--- src/rtl/tpfs_pkg.sv ---
// package of pin-function codes and field layouts for the timer pin select block
package tpfs_pkg;

  // timer b operating mode field values (hi,lo)
  localparam logic [1:0] TPFS_TB_WAVE      = 2'h1;
  localparam logic [1:0] TPFS_TB_ONESHOT   = 2'h2;
  localparam logic [1:0] TPFS_TB_WAITSHOT  = 2'h3;

  // timer c channel io field bit positions
  localparam int TPFS_IO_TOP_BIT  = 2;
  localparam int TPFS_IO_LOW_HI   = 1;
  localparam int TPFS_IO_LOW_LO   = 0;

  // trigger edge field: 00 means no trigger input
  localparam logic [1:0] TPFS_EDGE_NONE = 2'h0;

  // reset values of the registered outputs
  localparam logic       TPFS_RST_BIT   = 1'h0;
  localparam logic [2:0] TPFS_RST_FUNC  = 3'h0;

  // timer b pin role, one-hot
  typedef enum logic [4:0] {
    TPFS_TB_IDLE  = 5'h01,
    TPFS_TB_PULSE = 5'h02,
    TPFS_TB_PROG  = 5'h04,
    TPFS_TB_SHOT  = 5'h08,
    TPFS_TB_WSHOT = 5'h10
  } tpfs_tb_role_t;

  // timer c channel pin role code
  typedef enum logic [2:0] {
    TPFS_CH_NONE = 3'h0,
    TPFS_CH_OC   = 3'h1,
    TPFS_CH_IC   = 3'h2,
    TPFS_CH_PWM  = 3'h3,
    TPFS_CH_PWM_TWO = 3'h4,
    TPFS_CH_TRIG = 3'h5
  } tpfs_ch_role_t;

  // per-channel control bits
  typedef struct packed {
    logic       out_off;   // channel output-disable bit
    logic       pwm_sel;   // channel pwm select (unused on channel a)
    logic [2:0] io_ctl;    // channel io field, top bit selects capture
  } tpfs_chan_ctl_t;

  // port 4 control bits
  typedef struct packed {
    logic port45_direction;
    logic ext_irq0_pin_enable;
    logic port4_group_pullup;
    logic all_clock_stop;
    logic sub_osc_buf_req;
    logic sub_osc_fb_req;
  } tpfs_port4_ctl_t;

endpackage : tpfs_pkg

--- src/rtl/tpfs_chan_dec.sv ---
// decoder of one timer c channel pin role
`timescale 1ns/10ps
module tpfs_chan_dec
  import tpfs_pkg::*;
#(
  parameter bit IS_CHAN_A = 1'b0,  // channel a has no pwm modes of its own
  parameter bit IS_CHAN_B = 1'b0   // only channel b carries the pwm-two waveform
) (
  input  wire tpfs_chan_ctl_t ctl_i,         // channel control bits
  input  wire logic           pwm_two_sel_i, // pwm-two select (0 = pwm-two mode)
  input  wire logic [1:0]     trig_edge_i,   // trigger edge field (hi,lo)
  output tpfs_ch_role_t       role_o         // decoded pin role
);

  // elaboration check: one decoder cannot serve both channel a and channel b
  if (IS_CHAN_A && IS_CHAN_B) begin : g_bad_chan
    $error("tpfs_chan_dec: a channel cannot be both a and b");
  end

  // pin role from current control bits
  always_comb begin
    role_o = TPFS_CH_NONE;
    if (pwm_two_sel_i && (IS_CHAN_A || !ctl_i.pwm_sel)) begin
      if (ctl_i.io_ctl[TPFS_IO_TOP_BIT]) begin
        role_o = TPFS_CH_IC;
      end else if (!ctl_i.out_off &&
                   (ctl_i.io_ctl[TPFS_IO_LOW_HI] || ctl_i.io_ctl[TPFS_IO_LOW_LO])) begin
        role_o = TPFS_CH_OC;
      end
    end else if (pwm_two_sel_i && !IS_CHAN_A && !ctl_i.out_off) begin
      role_o = TPFS_CH_PWM;
    end else if (!pwm_two_sel_i && IS_CHAN_B && !ctl_i.out_off && !ctl_i.pwm_sel) begin
      role_o = TPFS_CH_PWM_TWO;
    end else if (!pwm_two_sel_i && IS_CHAN_A && ctl_i.out_off &&
                 (trig_edge_i != TPFS_EDGE_NONE)) begin
      role_o = TPFS_CH_TRIG;
    end
  end

endmodule // tpfs_chan_dec

--- src/rtl/tpfs_top.sv ---
// timer and port 4 pin function select, registered outputs
`timescale 1ns/10ps
module tpfs_top
  import tpfs_pkg::*;
(
  input  wire logic            clock_i,             // 125 MHz system clock
  input  wire logic            rst_i,               // async reset, active high
  input  wire tpfs_port4_ctl_t port4_ctl_i,         // port 4 control bits
  input  wire logic            timer_b_output_ctl_i,// timer b output-control bit
  input  wire logic            timer_b_op_sel_hi_i, // timer b mode field high bit
  input  wire logic            timer_b_op_sel_lo_i, // timer b mode field low bit
  input  wire tpfs_chan_ctl_t  chan_a_ctl_i,        // timer c channel a controls
  input  wire tpfs_chan_ctl_t  chan_b_ctl_i,        // timer c channel b controls
  input  wire tpfs_chan_ctl_t  chan_c_ctl_i,        // timer c channel c controls
  input  wire tpfs_chan_ctl_t  chan_d_ctl_i,        // timer c channel d controls
  input  wire logic            pwm_two_sel_i,       // pwm-two select
  input  wire logic            trig_edge_sel_hi_i,  // trigger edge field high
  input  wire logic            trig_edge_sel_lo_i,  // trigger edge field low
  input  wire logic            port45_pad_i,        // port 4_5 pad level (async)
  input  wire logic            port45_out_i,        // port 4_5 output data
  input  wire logic            timer_c_pin_a_pad_i, // timer c pin a pad level (async)
  output logic                 port45_oe_o,         // port 4_5 drive enable
  output logic                 port45_o,            // port 4_5 drive level
  output logic                 port45_pullup_o,     // port 4_5 pull-up enable
  output logic                 port44_pullup_o,     // port 4_4 pull-up enable
  output logic                 ext_irq0_input_o,    // level fed to external irq 0
  output logic                 sub_osc_buf_en_o,    // sub-clock oscillation buffer on
  output logic                 sub_osc_fb_en_o,     // sub-clock feedback resistor on
  output tpfs_tb_role_t        timer_b_role_o,      // timer b pin role
  output logic                 timer_b_out_oe_o,    // timer b pin drive enable
  output logic [2:0]           chan_a_role_o,       // timer c pin a role code
  output logic [2:0]           chan_b_role_o,       // timer c pin b role code
  output logic [2:0]           chan_c_role_o,       // timer c pin c role code
  output logic [2:0]           chan_d_role_o,       // timer c pin d role code
  output logic                 timer_c_trig_in_o    // trigger level to timer c
);

  ////////////////////////////////////////////////////////////////////////////////
  // pad synchronisers
  logic [1:0] p45_sync_reg;   // port 4_5 pad, stage 0 then 1
  logic [1:0] p45_sync_next;
  logic [1:0] trg_sync_reg;   // pin a pad, stage 0 then 1
  logic [1:0] trg_sync_next;

  // shift pads into two-stage chains
  always_comb begin
    p45_sync_next = {p45_sync_reg[0], port45_pad_i};
    trg_sync_next = {trg_sync_reg[0], timer_c_pin_a_pad_i};
  end

  // register synchroniser stages
  always_ff @(posedge clock_i or posedge rst_i) begin
    if (rst_i) begin
      p45_sync_reg <= {2{TPFS_RST_BIT}};
      trg_sync_reg <= {2{TPFS_RST_BIT}};
    end else begin
      p45_sync_reg <= p45_sync_next;
      trg_sync_reg <= trg_sync_next;
    end
  end

  ////////////////////////////////////////////////////////////////////////////////
  // timer c channel decoders, combinational from the bits
  tpfs_ch_role_t role_a;  // channel a role
  tpfs_ch_role_t role_b;  // channel b role
  tpfs_ch_role_t role_c;  // channel c role
  tpfs_ch_role_t role_d;  // channel d role
  logic [1:0]    trig_edge;  // trigger edge field

  assign trig_edge = {trig_edge_sel_hi_i, trig_edge_sel_lo_i};

  tpfs_chan_dec #(.IS_CHAN_A(1'b1), .IS_CHAN_B(1'b0)) u_dec_a (
    .ctl_i         (chan_a_ctl_i),
    .pwm_two_sel_i (pwm_two_sel_i),
    .trig_edge_i   (trig_edge),
    .role_o        (role_a)
  );
  tpfs_chan_dec #(.IS_CHAN_A(1'b0), .IS_CHAN_B(1'b1)) u_dec_b (
    .ctl_i         (chan_b_ctl_i),
    .pwm_two_sel_i (pwm_two_sel_i),
    .trig_edge_i   (trig_edge),
    .role_o        (role_b)
  );
  tpfs_chan_dec #(.IS_CHAN_A(1'b0), .IS_CHAN_B(1'b0)) u_dec_c (
    .ctl_i         (chan_c_ctl_i),
    .pwm_two_sel_i (pwm_two_sel_i),
    .trig_edge_i   (trig_edge),
    .role_o        (role_c)
  );
  tpfs_chan_dec #(.IS_CHAN_A(1'b0), .IS_CHAN_B(1'b0)) u_dec_d (
    .ctl_i         (chan_d_ctl_i),
    .pwm_two_sel_i (pwm_two_sel_i),
    .trig_edge_i   (trig_edge),
    .role_o        (role_d)
  );

  ////////////////////////////////////////////////////////////////////////////////
  // next values of all pin outputs except the timer c channel roles
  logic          p45_oe_next;
  logic          p45_out_next;
  logic          p45_pu_next;
  logic          p44_pu_next;
  logic          irq0_next;
  logic          buf_next;
  logic          fb_next;
  tpfs_tb_role_t tb_role_next;
  logic          tb_oe_next;
  logic          trig_next;
  logic [1:0]    tb_mode;

  // decode port 4, sub-oscillator and timer b functions
  always_comb begin
    tb_mode      = {timer_b_op_sel_hi_i, timer_b_op_sel_lo_i};
    p45_oe_next  = port4_ctl_i.port45_direction;
    p45_out_next = port45_out_i;
    irq0_next    = !port4_ctl_i.port45_direction &&
                   port4_ctl_i.ext_irq0_pin_enable && p45_sync_reg[1];
    // pull-up only for an input pin with the group bit set
    p45_pu_next  = port4_ctl_i.port4_group_pullup &&
                   !port4_ctl_i.port45_direction;
    p44_pu_next  = port4_ctl_i.port4_group_pullup &&
                   !port4_ctl_i.sub_osc_buf_req;
    // stop mode overrides both sub-oscillator requests
    buf_next     = port4_ctl_i.sub_osc_buf_req && !port4_ctl_i.all_clock_stop;
    fb_next      = port4_ctl_i.sub_osc_fb_req && !port4_ctl_i.all_clock_stop;
    tb_role_next = TPFS_TB_IDLE;
    unique case (tb_mode)
      TPFS_TB_WAVE: begin
        tb_role_next = timer_b_output_ctl_i ? TPFS_TB_PROG : TPFS_TB_PULSE;
      end
      TPFS_TB_ONESHOT: begin
        if (!timer_b_output_ctl_i) tb_role_next = TPFS_TB_SHOT;
      end
      TPFS_TB_WAITSHOT: begin
        if (!timer_b_output_ctl_i) tb_role_next = TPFS_TB_WSHOT;
      end
      default: begin
        tb_role_next = TPFS_TB_IDLE;  // timer mode, no pin role
      end
    endcase
    tb_oe_next   = (tb_role_next != TPFS_TB_IDLE);
    trig_next    = (role_a == TPFS_CH_TRIG) && trg_sync_reg[1];
  end

  // register outputs, one cycle after the bits change
  always_ff @(posedge clock_i or posedge rst_i) begin
    if (rst_i) begin
      port45_oe_o       <= TPFS_RST_BIT;
      port45_o          <= TPFS_RST_BIT;
      port45_pullup_o   <= TPFS_RST_BIT;
      port44_pullup_o   <= TPFS_RST_BIT;
      ext_irq0_input_o  <= TPFS_RST_BIT;
      sub_osc_buf_en_o  <= TPFS_RST_BIT;
      sub_osc_fb_en_o   <= TPFS_RST_BIT;
      timer_b_role_o    <= TPFS_TB_IDLE;
      timer_b_out_oe_o  <= TPFS_RST_BIT;
      chan_a_role_o     <= TPFS_RST_FUNC;
      chan_b_role_o     <= TPFS_RST_FUNC;
      chan_c_role_o     <= TPFS_RST_FUNC;
      chan_d_role_o     <= TPFS_RST_FUNC;
      timer_c_trig_in_o <= TPFS_RST_BIT;
    end else begin
      port45_oe_o       <= p45_oe_next;
      port45_o          <= p45_out_next;
      port45_pullup_o   <= p45_pu_next;
      port44_pullup_o   <= p44_pu_next;
      ext_irq0_input_o  <= irq0_next;
      sub_osc_buf_en_o  <= buf_next;
      sub_osc_fb_en_o   <= fb_next;
      timer_b_role_o    <= tb_role_next;
      timer_b_out_oe_o  <= tb_oe_next;
      chan_a_role_o     <= role_a;
      chan_b_role_o     <= role_b;
      chan_c_role_o     <= role_c;
      chan_d_role_o     <= role_d;
      timer_c_trig_in_o <= trig_next;
    end
  end

  ////////////////////////////////////////////////////////////////////////////////
  // checks on the pin decode
  property p_dir;
    @(posedge clock_i) disable iff (rst_i)
      1'b1 |=> port45_oe_o == $past(port4_ctl_i.port45_direction);
  endproperty
  a_dir: assert property (p_dir) else $error("p4_5 drive does not follow direction");

  property p_irq;
    @(posedge clock_i) disable iff (rst_i)
      port4_ctl_i.port45_direction |=> !ext_irq0_input_o;
  endproperty
  a_irq: assert property (p_irq) else $error("irq0 fed while pin is output");

  property p_irq_off;
    @(posedge clock_i) disable iff (rst_i)
      !port4_ctl_i.ext_irq0_pin_enable |=> !ext_irq0_input_o;
  endproperty
  a_irq_off: assert property (p_irq_off) else $error("irq0 fed while pin disabled");

  property p_pulse;
    @(posedge clock_i) disable iff (rst_i)
      (!timer_b_output_ctl_i && !timer_b_op_sel_hi_i && timer_b_op_sel_lo_i)
        |=> timer_b_role_o == TPFS_TB_PULSE && timer_b_out_oe_o;
  endproperty
  a_pulse: assert property (p_pulse) else $error("timer b pulse role missing");

  property p_prog;
    @(posedge clock_i) disable iff (rst_i)
      (timer_b_output_ctl_i && !timer_b_op_sel_hi_i && timer_b_op_sel_lo_i)
        |=> timer_b_role_o == TPFS_TB_PROG;
  endproperty
  a_prog: assert property (p_prog) else $error("timer b programmable role missing");

  property p_shot;
    @(posedge clock_i) disable iff (rst_i)
      (!timer_b_output_ctl_i && timer_b_op_sel_hi_i && !timer_b_op_sel_lo_i)
        |=> timer_b_role_o == TPFS_TB_SHOT;
  endproperty
  a_shot: assert property (p_shot) else $error("timer b one-shot role missing");

  property p_wshot;
    @(posedge clock_i) disable iff (rst_i)
      (!timer_b_output_ctl_i && timer_b_op_sel_hi_i && timer_b_op_sel_lo_i)
        |=> timer_b_role_o == TPFS_TB_WSHOT;
  endproperty
  a_wshot: assert property (p_wshot) else $error("timer b wait one-shot role missing");

  property p_oc;
    @(posedge clock_i) disable iff (rst_i)
      (!chan_c_ctl_i.out_off && pwm_two_sel_i && !chan_c_ctl_i.pwm_sel &&
       chan_c_ctl_i.io_ctl == 3'h1) |=> chan_c_role_o == TPFS_CH_OC;
  endproperty
  a_oc: assert property (p_oc) else $error("channel c output compare missing");

  property p_ic;
    @(posedge clock_i) disable iff (rst_i)
      (pwm_two_sel_i && chan_a_ctl_i.io_ctl[2]) |=> chan_a_role_o == TPFS_CH_IC;
  endproperty
  a_ic: assert property (p_ic) else $error("channel a capture missing");

  property p_ic_b;
    @(posedge clock_i) disable iff (rst_i)
      (pwm_two_sel_i && !chan_b_ctl_i.pwm_sel && chan_b_ctl_i.io_ctl[TPFS_IO_TOP_BIT])
        |=> chan_b_role_o == TPFS_CH_IC;
  endproperty
  a_ic_b: assert property (p_ic_b) else $error("channel b capture missing");

  property p_pwm;
    @(posedge clock_i) disable iff (rst_i)
      (!chan_d_ctl_i.out_off && pwm_two_sel_i && chan_d_ctl_i.pwm_sel)
        |=> chan_d_role_o == TPFS_CH_PWM;
  endproperty
  a_pwm: assert property (p_pwm) else $error("channel d pwm missing");

  property p_pwm_two;
    @(posedge clock_i) disable iff (rst_i)
      (!chan_b_ctl_i.out_off && !pwm_two_sel_i && !chan_b_ctl_i.pwm_sel)
        |=> chan_b_role_o == TPFS_CH_PWM_TWO;
  endproperty
  a_pwm_two: assert property (p_pwm_two) else $error("channel b pwm-two missing");

  // channels c and d have no pin role at all in pwm-two mode
  property p_cd_quiet;
    @(posedge clock_i) disable iff (rst_i)
      !pwm_two_sel_i |=> chan_c_role_o == TPFS_CH_NONE && chan_d_role_o == TPFS_CH_NONE;
  endproperty
  a_cd_quiet: assert property (p_cd_quiet) else $error("c or d active in pwm-two");

  property p_trig;
    @(posedge clock_i) disable iff (rst_i)
      (chan_a_ctl_i.out_off && !pwm_two_sel_i && trig_edge != 2'h0)
        |=> chan_a_role_o == TPFS_CH_TRIG;
  endproperty
  a_trig: assert property (p_trig) else $error("channel a trigger missing");

  property p_stop;
    @(posedge clock_i) disable iff (rst_i)
      port4_ctl_i.all_clock_stop |=> !sub_osc_buf_en_o && !sub_osc_fb_en_o;
  endproperty
  a_stop: assert property (p_stop) else $error("sub-osc alive in stop mode");

  property p_pull;
    @(posedge clock_i) disable iff (rst_i)
      !port4_ctl_i.port4_group_pullup |=> !port45_pullup_o && !port44_pullup_o;
  endproperty
  a_pull: assert property (p_pull) else $error("pull-up on without group bit");

  c_pulse: cover property (@(posedge clock_i) timer_b_role_o == TPFS_TB_PULSE);
  c_trig:  cover property (@(posedge clock_i) timer_c_trig_in_o);
  c_irq:   cover property (@(posedge clock_i) ext_irq0_input_o);
  c_pwm_two: cover property (@(posedge clock_i) chan_b_role_o == TPFS_CH_PWM_TWO);
  c_oc:    cover property (@(posedge clock_i) chan_c_role_o == TPFS_CH_OC);

endmodule // tpfs_top

--- config.mk ---
export PLATFORM = sky130hd
export DESIGN_NAME = tpfs_top
export DESIGN_NICKNAME = d
export VERILOG_FILES = /design/src/rtl/tpfs_pkg.sv /design/src/rtl/tpfs_chan_dec.sv /design/src/rtl/tpfs_top.sv
export SDC_FILE = /design/constraint.sdc
export NUM_CORES = 1
export LEC_CHECK = 0
export BUFFER_PORTS_ARGS = -buffer_cell sky130_fd_sc_hd__buf_4
export CAP_MARGIN = 20
export CORE_ASPECT_RATIO = 0.75
export CORE_MARGIN = 10
export CORE_UTILIZATION = 41
export CTS_CLUSTER_SIZE = 30
export DETAILED_ROUTE_END_ITERATION = 16
export PLACE_DENSITY = 0.77
export SLEW_MARGIN = 0
export SYNTH_ARGS = -nofsm -noshare
export SYNTH_HDL_FRONTEND = slang
export SYNTH_HIERARCHICAL = 1
export SYNTH_SLANG_ARGS = --single-unit
--- constraint.sdc ---
create_clock -name clock_i -period 0.9 [get_ports clock_i]
set_input_delay 0.09 -clock clock_i [delete_from_list [all_inputs] [get_ports clock_i]]
set_output_delay 0.09 -clock clock_i [all_outputs]
set_load 0.01 [all_outputs]
* Yosys cells after proc, flatten, opt, wreduce, memory -nomap -nowiden
Index checks and enable logic that the tools add are counted.
** Storage, ports and cells
- Bits of input ports :: 37
- Output and inout bits :: 26
- ROM bits :: 0
- Logic and storage cells :: 79
- Latch bits :: 0
- RAM bits :: 0
- Flip-flop bits (word level) :: 30
- Memories :: 0
** Operators by class
- Reductions and logical operators :: 37
- Shifts and indexed selects :: 0
- Divide/modulo/power cells :: 0
- Multipliers :: 0
- Muxes and demuxes :: 21
- Eq/ne operators :: 5
- Bitwise gates (word level) :: 0
- Order comparisons :: 0
- Add/sub/neg operators :: 0
** Operators with widths (number)
- $mux W3 :: 8
- $logic_and A1 B1 Y1 :: 21
- $pmux W5 S3 :: 1
- $mux W2 :: 6
- $logic_not A1 Y1 :: 11
- $mux W5 :: 1
- $ne A5 B1 Y1 const B :: 1
- $eq A2 B2 Y1 const B :: 2
- $logic_or A1 B1 Y1 :: 4
- $mux W1 :: 4
- $mux W4 :: 1
- $eq A3 B3 Y1 const B :: 1
- $eq A2 B1 Y1 const B :: 1
- $reduce_bool A2 Y1 :: 1

* Longest topological paths before layout
- Word-level depth :: 7
- Depth in mapped cells :: 3
- Depth with buffers taken out :: 3

* Cells and area by module
Netlist, hierarchy kept.
** Modules (own cells, without submodules)
- tpfs_top :: instances 1, sequential area each 752.0 µm², area an instance 854.6 µm², cells an instance 45
- tpfs_chan_dec (u_dec_c ...) :: instances 2, sequential area each 0.0 µm², area an instance 47.5 µm², cells an instance 7
- tpfs_chan_dec (u_dec_b) :: instances 1, sequential area each 0.0 µm², area an instance 42.5 µm², cells an instance 6
- tpfs_chan_dec (u_dec_a) :: instances 1, sequential area each 0.0 µm², area an instance 41.3 µm², cells an instance 7

* Least setup slack after synthesis
OpenSTA, ideal clock, no wires.
- Kind :: input port to flip-flop
- Start :: in chan_a_ctl_i[2] in the netlist's numbering
- End :: reg timer_c_trig_in_o
- Required time :: 0.832 ns
- Buffers on the path :: 0
- Stages on the path :: 3
- Slack :: 0.058 ns
- Arrival time :: 0.774 ns
- Library setup time :: 0.068 ns
- Cell sequence :: or3b_1 -> o32ai_1 -> and4b_1
** On the way
- Word-level cells in the longest chain between the ends :: 4
** Ends and longest elaborated chain
- start: declaration :: RTL line tpfs_top.sv:12 : input wire tpfs_chan_ctl_t chan_a_ctl_i,
- $mux W2 :: RTL line tpfs_chan_dec.sv:24 : if (ctl_i.io_ctl[TPFS_IO_TOP_BIT]) begin
- $mux W3 :: RTL line tpfs_chan_dec.sv:23 : if (pwm_two_sel_i && (IS_CHAN_A || !ctl_i.pwm_sel)) begin
- via role_a[0] :: RTL line tpfs_top.sv:64 : tpfs_ch_role_t role_a;
- $eq A3 B3 Y1 :: RTL line tpfs_top.sv:142 : trig_next = (role_a == TPFS_CH_TRIG) && trg_sync_reg[1];
- $logic_and A1 B1 Y1 :: RTL line tpfs_top.sv:142
- via trig_next :: RTL line tpfs_top.sv:108 : logic trig_next;
- end signal: assignment :: RTL line tpfs_top.sv:176 : timer_c_trig_in_o <= trig_next;
- end: declaration :: RTL line tpfs_top.sv:35 : output logic timer_c_trig_in_o
The timed path passes the listed nets, and every way through them passes these cells.

* Worst setup path in the final report
- Start :: reg timer_b_role_o[0]
- End :: out timer_b_role_o[0]
** RTL lines
- start: declaration :: RTL line tpfs_top.sv:29 : output tpfs_tb_role_t timer_b_role_o,
- start signal: assignment :: RTL line tpfs_top.sv:170 : timer_b_role_o <= tb_role_next;
No word-level cell between the ends.

==> results.md <==
Setup path:
- The critical path endpoint is timer_b_role_o[0].
- Along the worst path, the maximum fanout reaches 1.
- The worst path required time is between 0.8 and 0.9 ns.
- The startpoint type of the worst setup path is a flip-flop.
- The worst setup path is of the flip-flop to output port kind.
- Among cell families on the critical path, the largest total delay comes from flip-flops.
- In this run the register-to-register setup slack is roughly 0.24 ns.
- The critical path starts at timer_b_role_o[0]$_DFF_PP1_.
- In this run the critical register-to-register path is launched from trg_sync_reg[1]$_DFF_PP0_.
- The critical path's slowest cell is sky130_fd_sc_hd__dfstp_2.
- The worst setup path is captured at an output port.
- The worst flop-to-flop path endpoint is timer_c_trig_in_o$_DFF_PP0_.
- The critical path buffer and inverter count is 1.
- For the worst flop-to-flop path, the logic depth is 1.
- In this run the number of cells on the critical path is 1.
- Walking the worst path, the cells encountered are buf_6.
- STA puts the critical path data arrival time at between 0.9 and 1 ns.
- The delay contributed by the slowest stage of the critical path is ~0.53 ns.

Clocking:
- The number of buffers inserted to repair setup after CTS is 0.
- The cell at the root of the clock tree is sky130_fd_sc_hd__clkbuf_4.
- The clock network latency to the later pin of the worst-skew pair is 0.32 ns.
- The clock transition time at the flip-flop clock pins of the worst setup and hold paths is roughly 0.1 ns.
- The maximum buffer depth of the clock tree is 2.
- The tree built by TritonCTS fans out to 30 sinks.
- The total CTS buffers is 5.
- TritonCTS built the clock tree.
- The H-tree was split into 2 levels.

Detailed routing:
- For this run, design rule violations remaining after detail routing come to 0.
- Detailed routing inserted a total of roughly 840 vias.
- The sum of routed wire length over all layers is between 3000 and 4000 um.
- The count of nets left with antenna violations once routing finished came out at 0.
- In this run, the number of DRC markers left after iteration 0 of detailed routing was 27.
- After detailed routing, the average wire length per cell comes to 16.20 um.
- The first-pass detailed-route iteration total is 3.
- The number of vias per cell is 4.359.

Global routing:
- The remaining global-route overflow is 0.
- The initial antenna violation count is 0.
- The global-route usage over all layers is approximately an eighth.
- The via count of the first global-routing pass was 969.
- Entering global routing, the biggest net connects 19 pins.
- The first global-routing pass estimated 4857 um of wire.

Yosys:
- The average footprint of a synthesized cell is ~14 sq um.
- The synthesized netlist contains 22 unique library cells.
- After synthesis the netlist holds a flip-flop and latch count of 30.
- The warning count from the yosys run is 6.
- The post-synthesis net count is 109.
- The cell count after synthesis is between 70 and 80.
- The sequential fraction of the synthesis area is 72.76%.
- The netlist area before placement is approximately 0.0010 sq mm.

Die:
- After floorplanning, the core was sized to cover 0.002346 sq mm.
- The horizontal die dimension is about 78 um.
- Once the floorplan was initialized, standard cells occupied approximately 44% of the core.
- The floorplan step set the die height to 63.48 um.
- The floorplan row count is 15.
- The floorplan step defined a die boundary enclosing between 0.004 and 0.005 sq mm.
- During I/O placement, the number of pins put on the boundary was 63.

Run status:
- The run finished, with violations left.
- The final reports fail on negative setup slack.

Layout:
- The filler cells instantiated in the layout total 150.
- The flip-flop count of the largest register after layout is 5.
- Leaving out filler cells and counting taps, the final layout contains 192.
- The area taken by flip-flops and latches is roughly 750 sq um.
- The antenna cell count is 0.
- In the final layout, the share of cells above drive strength 1 is ~49%.
- The final design area excluding fillers is roughly 0.0019 sq mm.
- The most common library cell in the layout ignoring fill and taps is sky130_fd_sc_hd__buf_4.
- Summing all multi-input logic gate instances after layout gives 259.0 sq um.
- For this run, the post-layout net count is a little under 200.
- The register with the most flip-flops in the final layout is timer_b_role_o.
- Relative to the synthesized area, the layout overhead comes to 81.24%.
- Leaving out fill and tap cells, the most frequent cells in the layout are sky130_fd_sc_hd__buf_4, sky130_fd_sc_hd__dfrtp_1, sky130_fd_sc_hd__buf_6.

Placed design:
- The cell total after placement is ~170.
- The pre-CTS setup slack is -0.1298 ns.
- Summing all placed instances gives a cell area of between 0.0015 and 0.002 sq mm.
- Routability-driven placement finished with a final weighted congestion of 0.7530.
- The wire-length estimate of the detail-placed layout is ~2300 um.
- Port buffering added slightly above 60 buffers.

Timing:
- The tightest hold path in the finished design has a slack of about 0.037 ns.
- The share of the clock period used by the worst path after layout is 114.8%.
- Across all setup checks in the final design, the least slack found is -0.1331 ns.
- The number of hold violations in the final report came to 0.
- Derived from the worst setup path, the maximum achievable clock frequency is 967.9 MHz.
- Setup violations remaining at the end of the flow were counted as 23.
- Setup repair after global routing could not meet its margin everywhere.
- The clock skew is between 0.008 and 0.009 ns.
- The number of max-slew violations in the final report was 0.
- The smallest clock period supported by the final layout is computed as approximately 1.0 ns.

Pwr:
- The total internal power is 2.096 mW.
- The share of total power consumed by net switching is roughly a quarter.
- The share of total power dissipated in sequential elements is between 50% and 60%.
- The reported leakage power is 0.9474 nW.
- VDD sags by at most approximately 1.1 mV.
- Of the total power, combinational logic draws roughly 17%.
- The analysis attributes to net switching a power of about 650 uW.
- Power spread over the standard cell area amounts to roughly 1500 mW/mm^2.
- The clock network accounts for a little under a third of the total power.

Job:
- Max-cap violations in this run came to 0.

Hold path:
- The worst min-delay path class is input pin to flip-flop.
- The depth of the worst hold-timing path is 2.
[final cells by class]
cell class | count | area share (%)
repair buffers | 80 | 39.95
clock buffers | 6 | 2.739
flip-flops and latches | 30 | 40.15
clock inverters | 2 | 0.6680
inverters | 2 | 0.4008
well taps | 34 | 2.271
multi-input cells | 38 | 13.83
[power by group through the flow]
stage,sequential (mW),clock (mW),combinational (mW)
6_report,1.45,0.827,0.472
5_1_grt,1.46,0.916,0.511
4_1_cts,1.45,0.847,0.475
3_5_place_dp,1.46,0,0.385
3_3_place_gp,1.46,0,0.374
2_1_floorplan,1.49,0,0.0861
[metrics by stage]
step / TNS, ns / util (%) / total power, mW
after global routing: -1.640 / 79.84 / 2.883
after global placement: -0.07945 / 66.56 / 1.834
after CTS: -0.8522 / 79.84 / 2.770
after floorplan: 0 / - / 1.579
final: -0.4892 / 79.84 / 2.748
after detailed placement: -0.1298 / 66.56 / 1.848
[metal layers]
layer | GRT usage (%) | routed length, um | part of all wire [%] | up-vias
met5 | 0 | 0 | 0 | -
met4 | 6.027 | 44 | 1.4 | 0
met3 | 6.516 | 289 | 9.3 | 4
met2 | 22.73 | 1683 | 54 | 43
met1 | 12.03 | 1093 | 35 | 384
li1 | - | - | - | 406
[kinds of logic after synthesis]
kind of cell	after synthesis	share of synthesized area, %
AO/OA/AOI/OAI	6	4.237
buffers and inverters	4	2.179
other	2	0.7267
AND/OR/NAND/NOR	30	20.10
flip-flops	30	72.76
[how the worst min path moves through the flow]
stage	from	slack (ns)	end
floorplan	port45_pad_i	0.12	p45_sync_reg[0]$_DFF_PP0_
global placement	rst_i	0.08	p45_sync_reg[0]$_DFF_PP0_
detailed placement	rst_i	0.09	timer_b_role_o[2]$_DFF_PP0_
CTS	chan_a_ctl_i[2]	0.02	chan_a_role_o[1]$_DFF_PP0_
global route	chan_a_ctl_i[2]	0.02	chan_a_role_o[1]$_DFF_PP0_
finish	chan_a_ctl_i[2]	0.04	chan_a_role_o[1]$_DFF_PP0_
[cell usage after synthesis]
master / instances / area share, %
sky130_fd_sc_hd__dfrtp_1: 29 / 70
sky130_fd_sc_hd__nand2b_1: 5 / 3.0
sky130_fd_sc_hd__nor2_1: 4 / 1.5
sky130_fd_sc_hd__nor3_1: 2 / 0.97
sky130_fd_sc_hd__nor2b_1: 4 / 2.4
sky130_fd_sc_hd__or2b_1: 1 / 0.73
sky130_fd_sc_hd__conb_1: 2 / 0.73
sky130_fd_sc_hd__or3b_1: 1 / 0.85
sky130_fd_sc_hd__nor3b_1: 1 / 0.73
sky130_fd_sc_hd__a21boi_0: 3 / 2.2
sky130_fd_sc_hd__or3_1: 3 / 1.8
sky130_fd_sc_hd__and4b_1: 4 / 3.9
sky130_fd_sc_hd__a21oi_1: 1 / 0.48
sky130_fd_sc_hd__inv_1: 2 / 0.73
sky130_fd_sc_hd__dfstp_2: 1 / 2.5
sky130_fd_sc_hd__a21o_1: 1 / 0.73
sky130_fd_sc_hd__nor3b_2: 1 / 1.2
sky130_fd_sc_hd__buf_4: 2 / 1.5
sky130_fd_sc_hd__and3b_2: 2 / 1.9
sky130_fd_sc_hd__and2_2: 1 / 0.73
sky130_fd_sc_hd__nand2_1: 1 / 0.36
sky130_fd_sc_hd__o32ai_1: 1 / 0.85
[what timing repair did]
action	4_1_cts	5_1_grt
resized for setup	26	1
hold endpoints to repair	19	0
hold buffers	15	0
endpoints found under the setup margin	26	27
Note: power is estimated with default switching activity, not from simulation.
